===== src/sfof_map.vh =====
// Register map, reset values, field positions and timing counts
`ifndef SFOF_MAP_VH
`define SFOF_MAP_VH
`define SFOF_IDX_FILT 6'h21
`define SFOF_IDX_VDUR 6'h22
`define SFOF_IDX_HDUR 6'h23
`define SFOF_IDX_POL 6'h24
`define SFOF_IDX_CLK 6'h25
`define SFOF_RST_FILT 8'hCC
`define SFOF_RST_VDUR 8'h04
`define SFOF_RST_HDUR 8'h20
`define SFOF_RST_POL 8'hFE
`define SFOF_RST_CLK 8'h72
`define SFOF_B_SPFILT 7
`define SFOF_B_PLLFILT 6
`define SFOF_B_VFILT 5
`define SFOF_B_VDUR 4
`define SFOF_B_OCMODE 3
`define SFOF_B_OCLEN 2
`define SFOF_B_HPOL 7
`define SFOF_B_VPOL 6
`define SFOF_B_DEPOL 5
`define SFOF_B_FPOL 4
`define SFOF_B_GPOL 3
`define SFOF_F_GSEL 2:1
`define SFOF_B_CINV 0
`define SFOF_F_CSEL 7:6
`define SFOF_F_DRV 5:4
`define SFOF_F_MODE 3:2
`define SFOF_B_PRIEN 1
`define SFOF_B_SECEN 0
`define SFOF_GSEL_GREEN 2'h0
`define SFOF_GSEL_RAW 2'h1
`define SFOF_GSEL_REGEN 2'h2
`define SFOF_GSEL_PLL 2'h3
`define SFOF_CSEL_HALF 2'h0
`define SFOF_CSEL_ONE 2'h1
`define SFOF_CSEL_TWO 2'h2
`define SFOF_CSEL_Q90 2'h3
`define SFOF_MODE_444 2'h0
`define SFOF_MODE_422 2'h1
`define SFOF_MODE_DDR 2'h2
`define SFOF_MODE_12B 2'h3
`define SFOF_DLY_SHORT 5'h0A
`define SFOF_DLY_LONG 5'h10
`define SFOF_MEAS_LEN 3'h6
`endif


===== src/sfof_top.v =====
// Sync filter and output formatter with a Wishbone register slave
//
// Implementation choice: register access over Wishbone.
`include "sfof_map.vh"
module sfof_top (
	input wire sys_clk_i,
	input wire reset_i,
	input wire wb_cyc_i,
	input wire wb_stb_i,
	input wire wb_we_i,
	input wire [7:0] wb_adr_i,
	input wire [3:0] wb_sel_i,
	input wire [31:0] wb_dat_i,
	output wire [31:0] wb_dat_o,
	output wire wb_ack_o,
	input wire src_digital_i,
	input wire input_sel_i,
	input wire horiz_sync_input_a_i,
	input wire horiz_sync_input_b_i,
	input wire green_sync_input_a_i,
	input wire green_sync_input_b_i,
	input wire dig_hsync_i,
	input wire regen_hsync_i,
	input wire hsync_window_i,
	input wire vsync_i,
	input wire active_video_flag_i,
	input wire field_i,
	input wire clamp_i,
	input wire clk_half_i,
	input wire clk_one_i,
	input wire clk_two_i,
	input wire clk_q90_i,
	input wire pixel_rep_i,
	input wire link_clk_div_i,
	input wire [7:0] red_i,
	input wire [7:0] green_i,
	input wire [7:0] blue_i,
	output reg hsync_to_pll_o,
	output reg hsync_o,
	output reg vsync_o,
	output reg active_video_flag_o,
	output reg field_o,
	output reg green_channel_sync_o,
	output reg offset_measure_o,
	output wire clk_out_o,
	output reg [1:0] drive_strength_o,
	output reg [1:0] output_mode_o,
	output reg primary_en_o,
	output reg secondary_en_o,
	output reg [7:0] red_o,
	output reg [7:0] green_o,
	output reg [7:0] blue_o
);

// ----------------------------------------
// Register slave
// ----------------------------------------
reg [7:0] filt_ctrl;
reg [7:0] vsync_stretch_length;
reg [7:0] hsync_pulse_width;
reg [7:0] pol_route;
reg [7:0] clk_mode;
reg ack;
reg [7:0] rd_data;
wire [5:0] idx;
wire access;
wire wr_lane;

assign idx = wb_adr_i[7:2];
assign access = wb_cyc_i & wb_stb_i & ~ack;
assign wr_lane = access & wb_we_i & wb_sel_i[0];
assign wb_ack_o = ack;
assign wb_dat_o = {24'h000000, rd_data};

always @(posedge sys_clk_i or posedge reset_i) begin
	if (reset_i) begin
		ack <= 1'b0;
		rd_data <= 8'h00;
		filt_ctrl <= `SFOF_RST_FILT;
		vsync_stretch_length <= `SFOF_RST_VDUR;
		hsync_pulse_width <= `SFOF_RST_HDUR;
		pol_route <= `SFOF_RST_POL;
		clk_mode <= `SFOF_RST_CLK;
	end else begin
		ack <= access;
		if (wr_lane) begin
			case (idx)
				`SFOF_IDX_FILT: filt_ctrl <= wb_dat_i[7:0];
				`SFOF_IDX_VDUR: vsync_stretch_length <= wb_dat_i[7:0];
				`SFOF_IDX_HDUR: hsync_pulse_width <= wb_dat_i[7:0];
				`SFOF_IDX_POL: pol_route <= wb_dat_i[7:0];
				`SFOF_IDX_CLK: clk_mode <= wb_dat_i[7:0];
				default: ;
			endcase
		end
		if (access & ~wb_we_i) begin
			case (idx)
				`SFOF_IDX_FILT: rd_data <= filt_ctrl;
				`SFOF_IDX_VDUR: rd_data <= vsync_stretch_length;
				`SFOF_IDX_HDUR: rd_data <= hsync_pulse_width;
				`SFOF_IDX_POL: rd_data <= pol_route;
				`SFOF_IDX_CLK: rd_data <= clk_mode;
				default: rd_data <= 8'h00;
			endcase
		end
	end
end

// ----------------------------------------
// Sync source selection
// ----------------------------------------
wire raw_hsync;
wire green_sync;
wire pll_hsync;
wire vlogic_hsync;

assign raw_hsync = src_digital_i ? dig_hsync_i :
	(input_sel_i ? horiz_sync_input_b_i : horiz_sync_input_a_i);
assign green_sync = input_sel_i ? green_sync_input_b_i :
	green_sync_input_a_i;
assign pll_hsync = filt_ctrl[`SFOF_B_PLLFILT] ?
	(raw_hsync & hsync_window_i) : raw_hsync;
assign vlogic_hsync = filt_ctrl[`SFOF_B_SPFILT] ? regen_hsync_i : raw_hsync;

reg vh_prev;
reg ph_prev;
reg v_prev;
wire vh_rise;
wire ph_rise;

assign vh_rise = vlogic_hsync & ~vh_prev;
assign ph_rise = pll_hsync & ~ph_prev;

// ----------------------------------------
// Vsync filter and duration
// ----------------------------------------
reg v_pend;
reg v_filt;
reg [7:0] v_lines;
reg v_stretch;
wire v_fall;
wire v_rise;
wire vsync_sel;

assign v_rise = vsync_i & ~v_prev;
assign v_fall = ~vsync_i & v_prev;

always @(posedge sys_clk_i or posedge reset_i) begin
	if (reset_i) begin
		vh_prev <= 1'b0;
		ph_prev <= 1'b0;
		v_prev <= 1'b0;
		v_pend <= 1'b0;
		v_filt <= 1'b0;
		v_lines <= 8'h00;
		v_stretch <= 1'b0;
	end else begin
		vh_prev <= vlogic_hsync;
		ph_prev <= pll_hsync;
		v_prev <= vsync_i;
		if (v_rise) begin
			v_pend <= 1'b1;
		end else if (v_fall) begin
			v_pend <= 1'b0;
		end
		if (vh_rise & v_pend & vsync_i) begin
			v_filt <= 1'b1;
			v_pend <= 1'b0;
		end else if (vh_rise & ~vsync_i) begin
			v_filt <= 1'b0;
		end
		if (vh_rise & v_pend & vsync_i) begin
			v_stretch <= (vsync_stretch_length != 8'h00);
			v_lines <= vsync_stretch_length;
		end else if (vh_rise & v_stretch) begin
			if (v_lines <= 8'h01) begin
				v_stretch <= 1'b0;
				v_lines <= 8'h00;
			end else begin
				v_lines <= v_lines - 8'h01;
			end
		end
	end
end

assign vsync_sel = ~filt_ctrl[`SFOF_B_VFILT] ? vsync_i :
	(filt_ctrl[`SFOF_B_VDUR] ? v_stretch : v_filt);

// ----------------------------------------
// Output hsync width
// ----------------------------------------
reg [7:0] h_cnt;
wire h_active;

always @(posedge sys_clk_i or posedge reset_i) begin
	if (reset_i) begin
		h_cnt <= 8'h00;
	end else if (ph_rise) begin
		h_cnt <= hsync_pulse_width;
	end else if (h_cnt != 8'h00) begin
		h_cnt <= h_cnt - 8'h01;
	end
end

assign h_active = (h_cnt != 8'h00);

// ----------------------------------------
// Offset measurement window
// ----------------------------------------
reg clamp_prev;
reg [4:0] dly_cnt;
reg [2:0] meas_cnt;
wire [4:0] dly_len;

assign dly_len = filt_ctrl[`SFOF_B_OCLEN] ? `SFOF_DLY_LONG : `SFOF_DLY_SHORT;

always @(posedge sys_clk_i or posedge reset_i) begin
	if (reset_i) begin
		clamp_prev <= 1'b0;
		dly_cnt <= 5'h00;
		meas_cnt <= 3'h0;
		offset_measure_o <= 1'b0;
	end else begin
		clamp_prev <= clamp_i;
		if (~filt_ctrl[`SFOF_B_OCMODE]) begin
			dly_cnt <= 5'h00;
			meas_cnt <= 3'h0;
			offset_measure_o <= clamp_i;
		end else begin
			offset_measure_o <= (meas_cnt != 3'h0);
			if (clamp_prev & ~clamp_i) begin
				dly_cnt <= dly_len;
				meas_cnt <= 3'h0;
			end else if (dly_cnt != 5'h00) begin
				dly_cnt <= dly_cnt - 5'h01;
				if (dly_cnt == 5'h01) begin
					meas_cnt <= `SFOF_MEAS_LEN;
				end
			end else if (meas_cnt != 3'h0) begin
				meas_cnt <= meas_cnt - 3'h1;
			end
		end
	end
end

// ----------------------------------------
// Sync outputs
// ----------------------------------------
reg next_green;

always @* begin
	next_green = green_sync;
	case (pol_route[`SFOF_F_GSEL])
		`SFOF_GSEL_GREEN: next_green = green_sync;
		`SFOF_GSEL_RAW: next_green = raw_hsync;
		`SFOF_GSEL_REGEN: next_green = regen_hsync_i;
		`SFOF_GSEL_PLL: next_green = pll_hsync;
		default: next_green = green_sync;
	endcase
end

always @(posedge sys_clk_i or posedge reset_i) begin
	if (reset_i) begin
		hsync_to_pll_o <= 1'b0;
		hsync_o <= 1'b0;
		vsync_o <= 1'b0;
		active_video_flag_o <= 1'b0;
		field_o <= 1'b0;
		green_channel_sync_o <= 1'b0;
	end else begin
		hsync_to_pll_o <= pll_hsync;
		hsync_o <= ~(h_active ^ pol_route[`SFOF_B_HPOL]);
		vsync_o <= ~(vsync_sel ^ pol_route[`SFOF_B_VPOL]);
		active_video_flag_o <= ~(active_video_flag_i ^
			pol_route[`SFOF_B_DEPOL]);
		field_o <= ~(field_i ^ pol_route[`SFOF_B_FPOL]);
		green_channel_sync_o <= src_digital_i ? next_green :
			~(next_green ^ pol_route[`SFOF_B_GPOL]);
	end
end

// ----------------------------------------
// Output clock
// ----------------------------------------
reg [1:0] csel_q;
reg cinv_q;
reg clk_mux;
wire clk_one;

assign clk_one = pixel_rep_i ? link_clk_div_i : clk_one_i;

always @(posedge sys_clk_i or posedge reset_i) begin
	if (reset_i) begin
		csel_q <= `SFOF_CSEL_ONE;
		cinv_q <= 1'b0;
	end else if (~clk_mux) begin
		csel_q <= clk_mode[`SFOF_F_CSEL];
		cinv_q <= pol_route[`SFOF_B_CINV];
	end
end

always @* begin
	clk_mux = clk_one;
	case (csel_q)
		`SFOF_CSEL_HALF: clk_mux = clk_half_i;
		`SFOF_CSEL_ONE: clk_mux = clk_one;
		`SFOF_CSEL_TWO: clk_mux = clk_two_i;
		`SFOF_CSEL_Q90: clk_mux = clk_q90_i;
		default: clk_mux = clk_one;
	endcase
end

assign clk_out_o = clk_mux ^ cinv_q;

// ----------------------------------------
// Pixel formatting
// ----------------------------------------
reg chroma_phase;

always @(posedge sys_clk_i or posedge reset_i) begin
	if (reset_i) begin
		drive_strength_o <= 2'h0;
		output_mode_o <= `SFOF_MODE_444;
		primary_en_o <= 1'b0;
		secondary_en_o <= 1'b0;
		chroma_phase <= 1'b0;
		red_o <= 8'h00;
		green_o <= 8'h00;
		blue_o <= 8'h00;
	end else begin
		drive_strength_o <= clk_mode[`SFOF_F_DRV];
		output_mode_o <= clk_mode[`SFOF_F_MODE];
		primary_en_o <= clk_mode[`SFOF_B_PRIEN];
		secondary_en_o <= clk_mode[`SFOF_B_SECEN];
		chroma_phase <= active_video_flag_i ? ~chroma_phase : 1'b0;
		case (clk_mode[`SFOF_F_MODE])
			`SFOF_MODE_444: begin
				red_o <= red_i;
				green_o <= green_i;
				blue_o <= blue_i;
			end
			`SFOF_MODE_422: begin
				red_o <= chroma_phase ? red_i : blue_i;
				green_o <= green_i;
				blue_o <= chroma_phase ? red_i : blue_i;
			end
			`SFOF_MODE_DDR: begin
				red_o <= red_i;
				green_o <= green_i;
				blue_o <= chroma_phase ? red_i : blue_i;
			end
			`SFOF_MODE_12B: begin
				red_o <= chroma_phase ? red_i : blue_i;
				green_o <= green_i;
				blue_o <= {green_i[3:0], 4'h0};
			end
			default: begin
				red_o <= red_i;
				green_o <= green_i;
				blue_o <= blue_i;
			end
		endcase
	end
end

endmodule // sfof_top


===== config.mk =====
export PLATFORM = sky130hd
export DESIGN_NAME = sfof_top
export DESIGN_NICKNAME = d
export VERILOG_FILES = /design/src/sfof_top.v
export VERILOG_INCLUDE_DIRS = /design/src /design/src/src
export SDC_FILE = /design/constraint.sdc
export NUM_CORES = 1
export LEC_CHECK = 0
export BUFFER_PORTS_ARGS = -buffer_cell sky130_fd_sc_hd__buf_2
export CAP_MARGIN = 20
export CORE_ASPECT_RATIO = 1.2
export CORE_MARGIN = 1.5
export CORE_UTILIZATION = 52
export DETAILED_ROUTE_END_ITERATION = 10
export HOLD_SLACK_MARGIN = 0.1
export PLACE_DENSITY = 0.77
export SYNTH_ARGS = -nofsm -noshare
export SYNTH_HDL_FRONTEND = slang
export SYNTH_SLANG_ARGS = --single-unit

===== constraint.sdc =====
create_clock -name sys_clk_i -period 5.4 [get_ports sys_clk_i]
set_input_delay 1.62 -clock sys_clk_i [delete_from_list [all_inputs] [get_ports sys_clk_i]]
set_output_delay 1.62 -clock sys_clk_i [all_outputs]
set_load 0.05 [all_outputs]

* Word level (Yosys, flattened, before mapping)
Cells that the tools add are included.
** Storage, ports and cells
- Flip-flop bits (word level) :: 120
- Output and inout bits :: 71
** Operators by class
- $add $sub $neg :: 4
- Magnitude comparators :: 1
- Equal/unequal tests :: 18
- Mux-type cells :: 40
- Bitwise gates (word level) :: 34
- Reduce and logical (&&, ||, !) cells :: 23
** Operator list (count)
- two-way mux 8 bit :: 7
- one-hot mux 8 bit (5 select lines) :: 1
- equality test 6 bit (second input constant) :: 5
- one-hot mux 8 bit (3 select lines) :: 1
- two-way mux 5 bit :: 4
- two-way mux 1 bit :: 19
- one-hot mux 8 bit (2 select lines) :: 1
- nonzero test 8 bit :: 2
- subtractor 8 x 1 -> 8 bit (second input constant) :: 2
- AND 1 bit :: 15
- two-way mux 3 bit :: 5
- AND reduction 2 bit :: 7
- inverter 1 bit :: 13
- equality test 2 bit (second input constant) :: 6
- less-or-equal comparator 8 x 1 -> 1 bit (second input constant) :: 1
- one-hot mux 1 bit (4 select lines) :: 2
- nonzero test 2 bit :: 4
- equality test 2 x 1 -> 1 bit (second input constant) :: 3
- logical NOT 2 bit :: 3
- nonzero test 3 bit :: 2
- OR reduction 2 bit :: 3
- XOR 1 bit :: 6
- equality test 5 x 1 -> 1 bit (second input constant) :: 1
- nonzero test 5 bit :: 1
- 6 further kinds :: 6

* Logic depth before layout (Yosys ltp)
- Depth after elaboration :: 8
- Depth in mapped cells :: 8
- Mapped depth without buffers :: 7

* Worst setup path before layout
Ideal clock, no wire load.
- Path type :: input to output
- From :: input pixel_rep_i
- To :: output clk_out_o
- Arrival :: 2.920 ns
- Data required time :: 3.780 ns
- Slack :: 0.860 ns
- Stages on the path :: 4
- Cell sequence :: mux2i_1 > a211oi_1 > nand2b_1 > xor2_1
** Between the ends
- Longest elaborated chain between the ends :: 3
** RTL lines
- start: declaration :: line sfof_top.v:33 : input wire pixel_rep_i,
- two-way mux 1 bit :: line sfof_top.v:290 : assign clk_one = pixel_rep_i ? link_clk_div_i : clk_one_i;
- one-hot mux 1 bit (4 select lines) :: line sfof_top.v:304 : case (csel_q)
- XOR 1 bit :: line sfof_top.v:313 : assign clk_out_o = clk_mux ^ cinv_q;
- end: declaration :: line sfof_top.v:45 : output wire clk_out_o,
No other way between the ends.

* Worst setup path after layout
Same ends and word-level chain as after synthesis.

==> flow_metrics.tcl <==
set metrics [dict create \
    status "complete, no violations" \
    layout-drive-gt1-share_pct 32.93 \
    drt-vias-per-instance 5.616 \
    cts_root_buf "clkbuf_16" \
    start_kind "input pin" \
    ys.flop_type "dfrtp_1" \
    wl_per_cell_um 16.90 \
    grtUsageTotal_pct 23.68 \
    drt_iter0_drc 217 \
    syn_inst 534 \
    p_leak_nw 3.361 \
    die_area_sq_um 11820 \
    ys_seq_area_share_pct 52.07 \
    maxCapViolCount 0 \
    path_buf_inv 2 \
    holdBufCountCts 0 \
    die_y_um 118.8 \
    cts.path.max_buffers 2 \
    synth_cell_types 59 \
    cp-end-kind "output pin" \
    grt_overflow 0 \
    grt_start_max_net_pins 78 \
    cts_buffers 17 \
    dieWidth_um 99.50 \
    ios 163 \
    ant_nets 0 \
    crit_chain "buf_2, mux2i_1, a211oi_1, nand2b_1, xor2_1, buf_2" \
    rows 42 \
    cpMaxStageDelayCell "buf_2" \
    hold_viol 0 \
    ys_seq_elements 120 \
    crit_required_ns 3.78 \
    dp_hpwl_um 9283 \
    antennaDiodeCount 0 \
    drc_errors 0 \
    grt_pass1_vias 4662 \
    grt_antenna_before_repair 0 \
    irDropWorstVdd_v 0.0002517 \
    final_common_cell "buf_2" \
    clock_latency_ns 0.41 \
    total_power_mw 2.672 \
    cts_tree "yes" \
    syn_to_final_growth_pct 19.32 \
    worst_pin_slew_ns 0.9323 \
    combPwrFrac_pct 20.1 \
    crit_path_max_fanout 3 \
    clockPowerShare_pct 40.5 \
    postCtsSetupRepairBufs 0 \
    clock-sinks 120 \
    switching_share_pct 30.31 \
    syn_area_per_cell_sq_um 10.88 \
    power.density_nw_per_um2 385.4 \
    cpMostUsedCell "buf_2" \
    final_cell_mix "buf_2 (109), dfrtp_1 (102), nand2_1 (50), nor2_1 (46), mux2_2 (42)" \
    drv_slew 0 \
    fmax_mhz 227.7 \
    synth.cell_area_sq_um 5811 \
    post_cts_resized 0 \
    firstDrtPassIters 5 \
    io_buffers 109 \
    p_int_mw 1.862 \
    cts_max_level 4 \
    ys_warn_count 0 \
    fin_crit_ns 4.392 \
    initial_core_util_pct 52.90 \
    path_delay_family "buffers and inverters" \
    p_seq_share_pct 39.5 \
    fin_crit_sh_pct 81.34 \
    crit_type "in -> out" \
    routed_wl_um 13370 \
    skew_ns 0.005602 \
    p_sw_mw 0.8099 \
    core_area_sq_um 10980 \
    crit_path_max_incr_delay_ns 0.29 \
    synth-edff-count 0 \
    place_congestion 0.8226 \
    arrival_ns 2.77 \
    rsz0062_at_grt "false" \
    postSynth.asyncResetShare_pct 100.0 \
    finalSetupViolCount 0 \
    vias 4442 \
    hold_path.class "reg -> reg" \
    holdWs_ns 0.4057 \
    max_slew_margin_pct 37.72 \
    setup_tns_ns 0 \
    grt_pass1_wl_um 21870 \
    nets 750 \
    clkTransAtPathRegs_ns 0.05 \
]
registers in the layout (all words and copies together) (netlist names), 5 cells and up:
name / flops
hsync_pulse_width: 8
rd_data: 8
green_o: 8
vsync_stretch_length: 8
dly_cnt: 5
clk_mode: 8
red_o: 8
v_lines: 8
pol_route: 8
blue_o: 8
h_cnt: 8
filt_ctrl: 8
through the flow:
stage / cells / utilization [%] / cell area, sq um / setup WS (ns)
after floorplan: 557 / - / 5897 / 0.6240
after global placement: 759 / 57.95 / 6365 / 1.065
after detailed placement: 759 / 57.95 / 6365 / 1.005
after CTS: 791 / 63.12 / 6933 / 0.9948
after global routing: 791 / 63.12 / 6933 / 0.9121
final: 791 / 63.12 / 6933 / 1.008
layout make-up:
cell class,count,area [sq um]
Fill cell,850,4050
Sequential cell,120,3025
Multi-Input combinational cell,365,2489
Tap cell,132,165.2
Timing Repair Buffer,112,568.0
Clock buffer,23,467.9
Inverter,30,117.6
Clock inverter,9,100.1
routing by layer:
| metal | vias to the layer above | routed length [um] | track usage, % | part of all wire [%] |
|---|---|---|---|---|
| met5 | - | 0 | 0 | 0 |
| met4 | 0 | 382 | 10.30 | 2.9 |
| met3 | 35 | 639 | 6.091 | 4.8 |
| met2 | 156 | 7128 | 41.70 | 53 |
| met1 | 2206 | 5218 | 26.87 | 39 |
| li1 | 2045 | - | - | - |
power groups by stage:
stage / registers, mW / logic [mW] / clock network, mW
floorplan: 1.16 / 0.314 / 0
global placement: 1.06 / 0.512 / 0
detailed placement: 1.07 / 0.530 / 0
CTS: 1.05 / 0.537 / 1.09
global route: 1.06 / 0.588 / 1.13
finish: 1.05 / 0.536 / 1.08
worst register-to-register path, cell delays in order, from the launching register on:
cell     delay, ns
dfrtp_1       0.37
and3b_1       0.29
nand4_1       0.18
nor2_1        0.76
mux2_2        0.41
Yosys cell counts, types with 5 or more instances:
cell      count  area share, %
a21oi_1      17            1.5
a221oi_1      8            1.2
buf_4        24            3.1
clkbuf_1     11           0.71
dfrtp_1     102             44
dfstp_2      18            8.1
ha_1         12            2.6
inv_1        29            1.9
mux2_2       42            8.1
mux2_4        8            2.1
mux2i_1      15            2.6
nand2_1      50            3.2
nand3_1       7           0.60
nor2_1       46            3.0
nor2b_1      10            1.1
nor3_1        7           0.60
nor4_1        5           0.54
o21ai_0      33            2.8
or4_1         5           0.65
xnor2_1       9            1.4
worst paths after layout:
kind / endpoint / slack [ns] / start / depth (start not counted)
setup / recovery: clk_out_o / 1.01 / pixel_rep_i / 6
hold / removal: drive_strength_o[1]$_DFF_PP0_ / 0.41 / clk_mode[5]$_DFFE_PP1P_ / 0
setup reg to reg: clk_mode[0]$_DFFE_PP0P_ / 3.27 / wb_ack_o$_DFF_PP0_ / 4
hold reg to reg: drive_strength_o[1]$_DFF_PP0_ / 0.41 / clk_mode[5]$_DFFE_PP1P_ / 0
max in group asynchronous: v_prev$_DFF_PP0_ / 3.07 / reset_i / 3
min in group asynchronous: active_video_flag_o$_DFF_PP0_ / 1.39 / reset_i / 2
cells by family after synthesis:
group / share of synthesized area, %
simple gates: 12.53
flops: 52.07
compound gates: 11.41
buf+inv: 6.589
mux: 12.79
xor+xnor: 1.960
fa+ha+maj: 2.584
other cells: 0.06454
(Power assumes the default switching activity.)
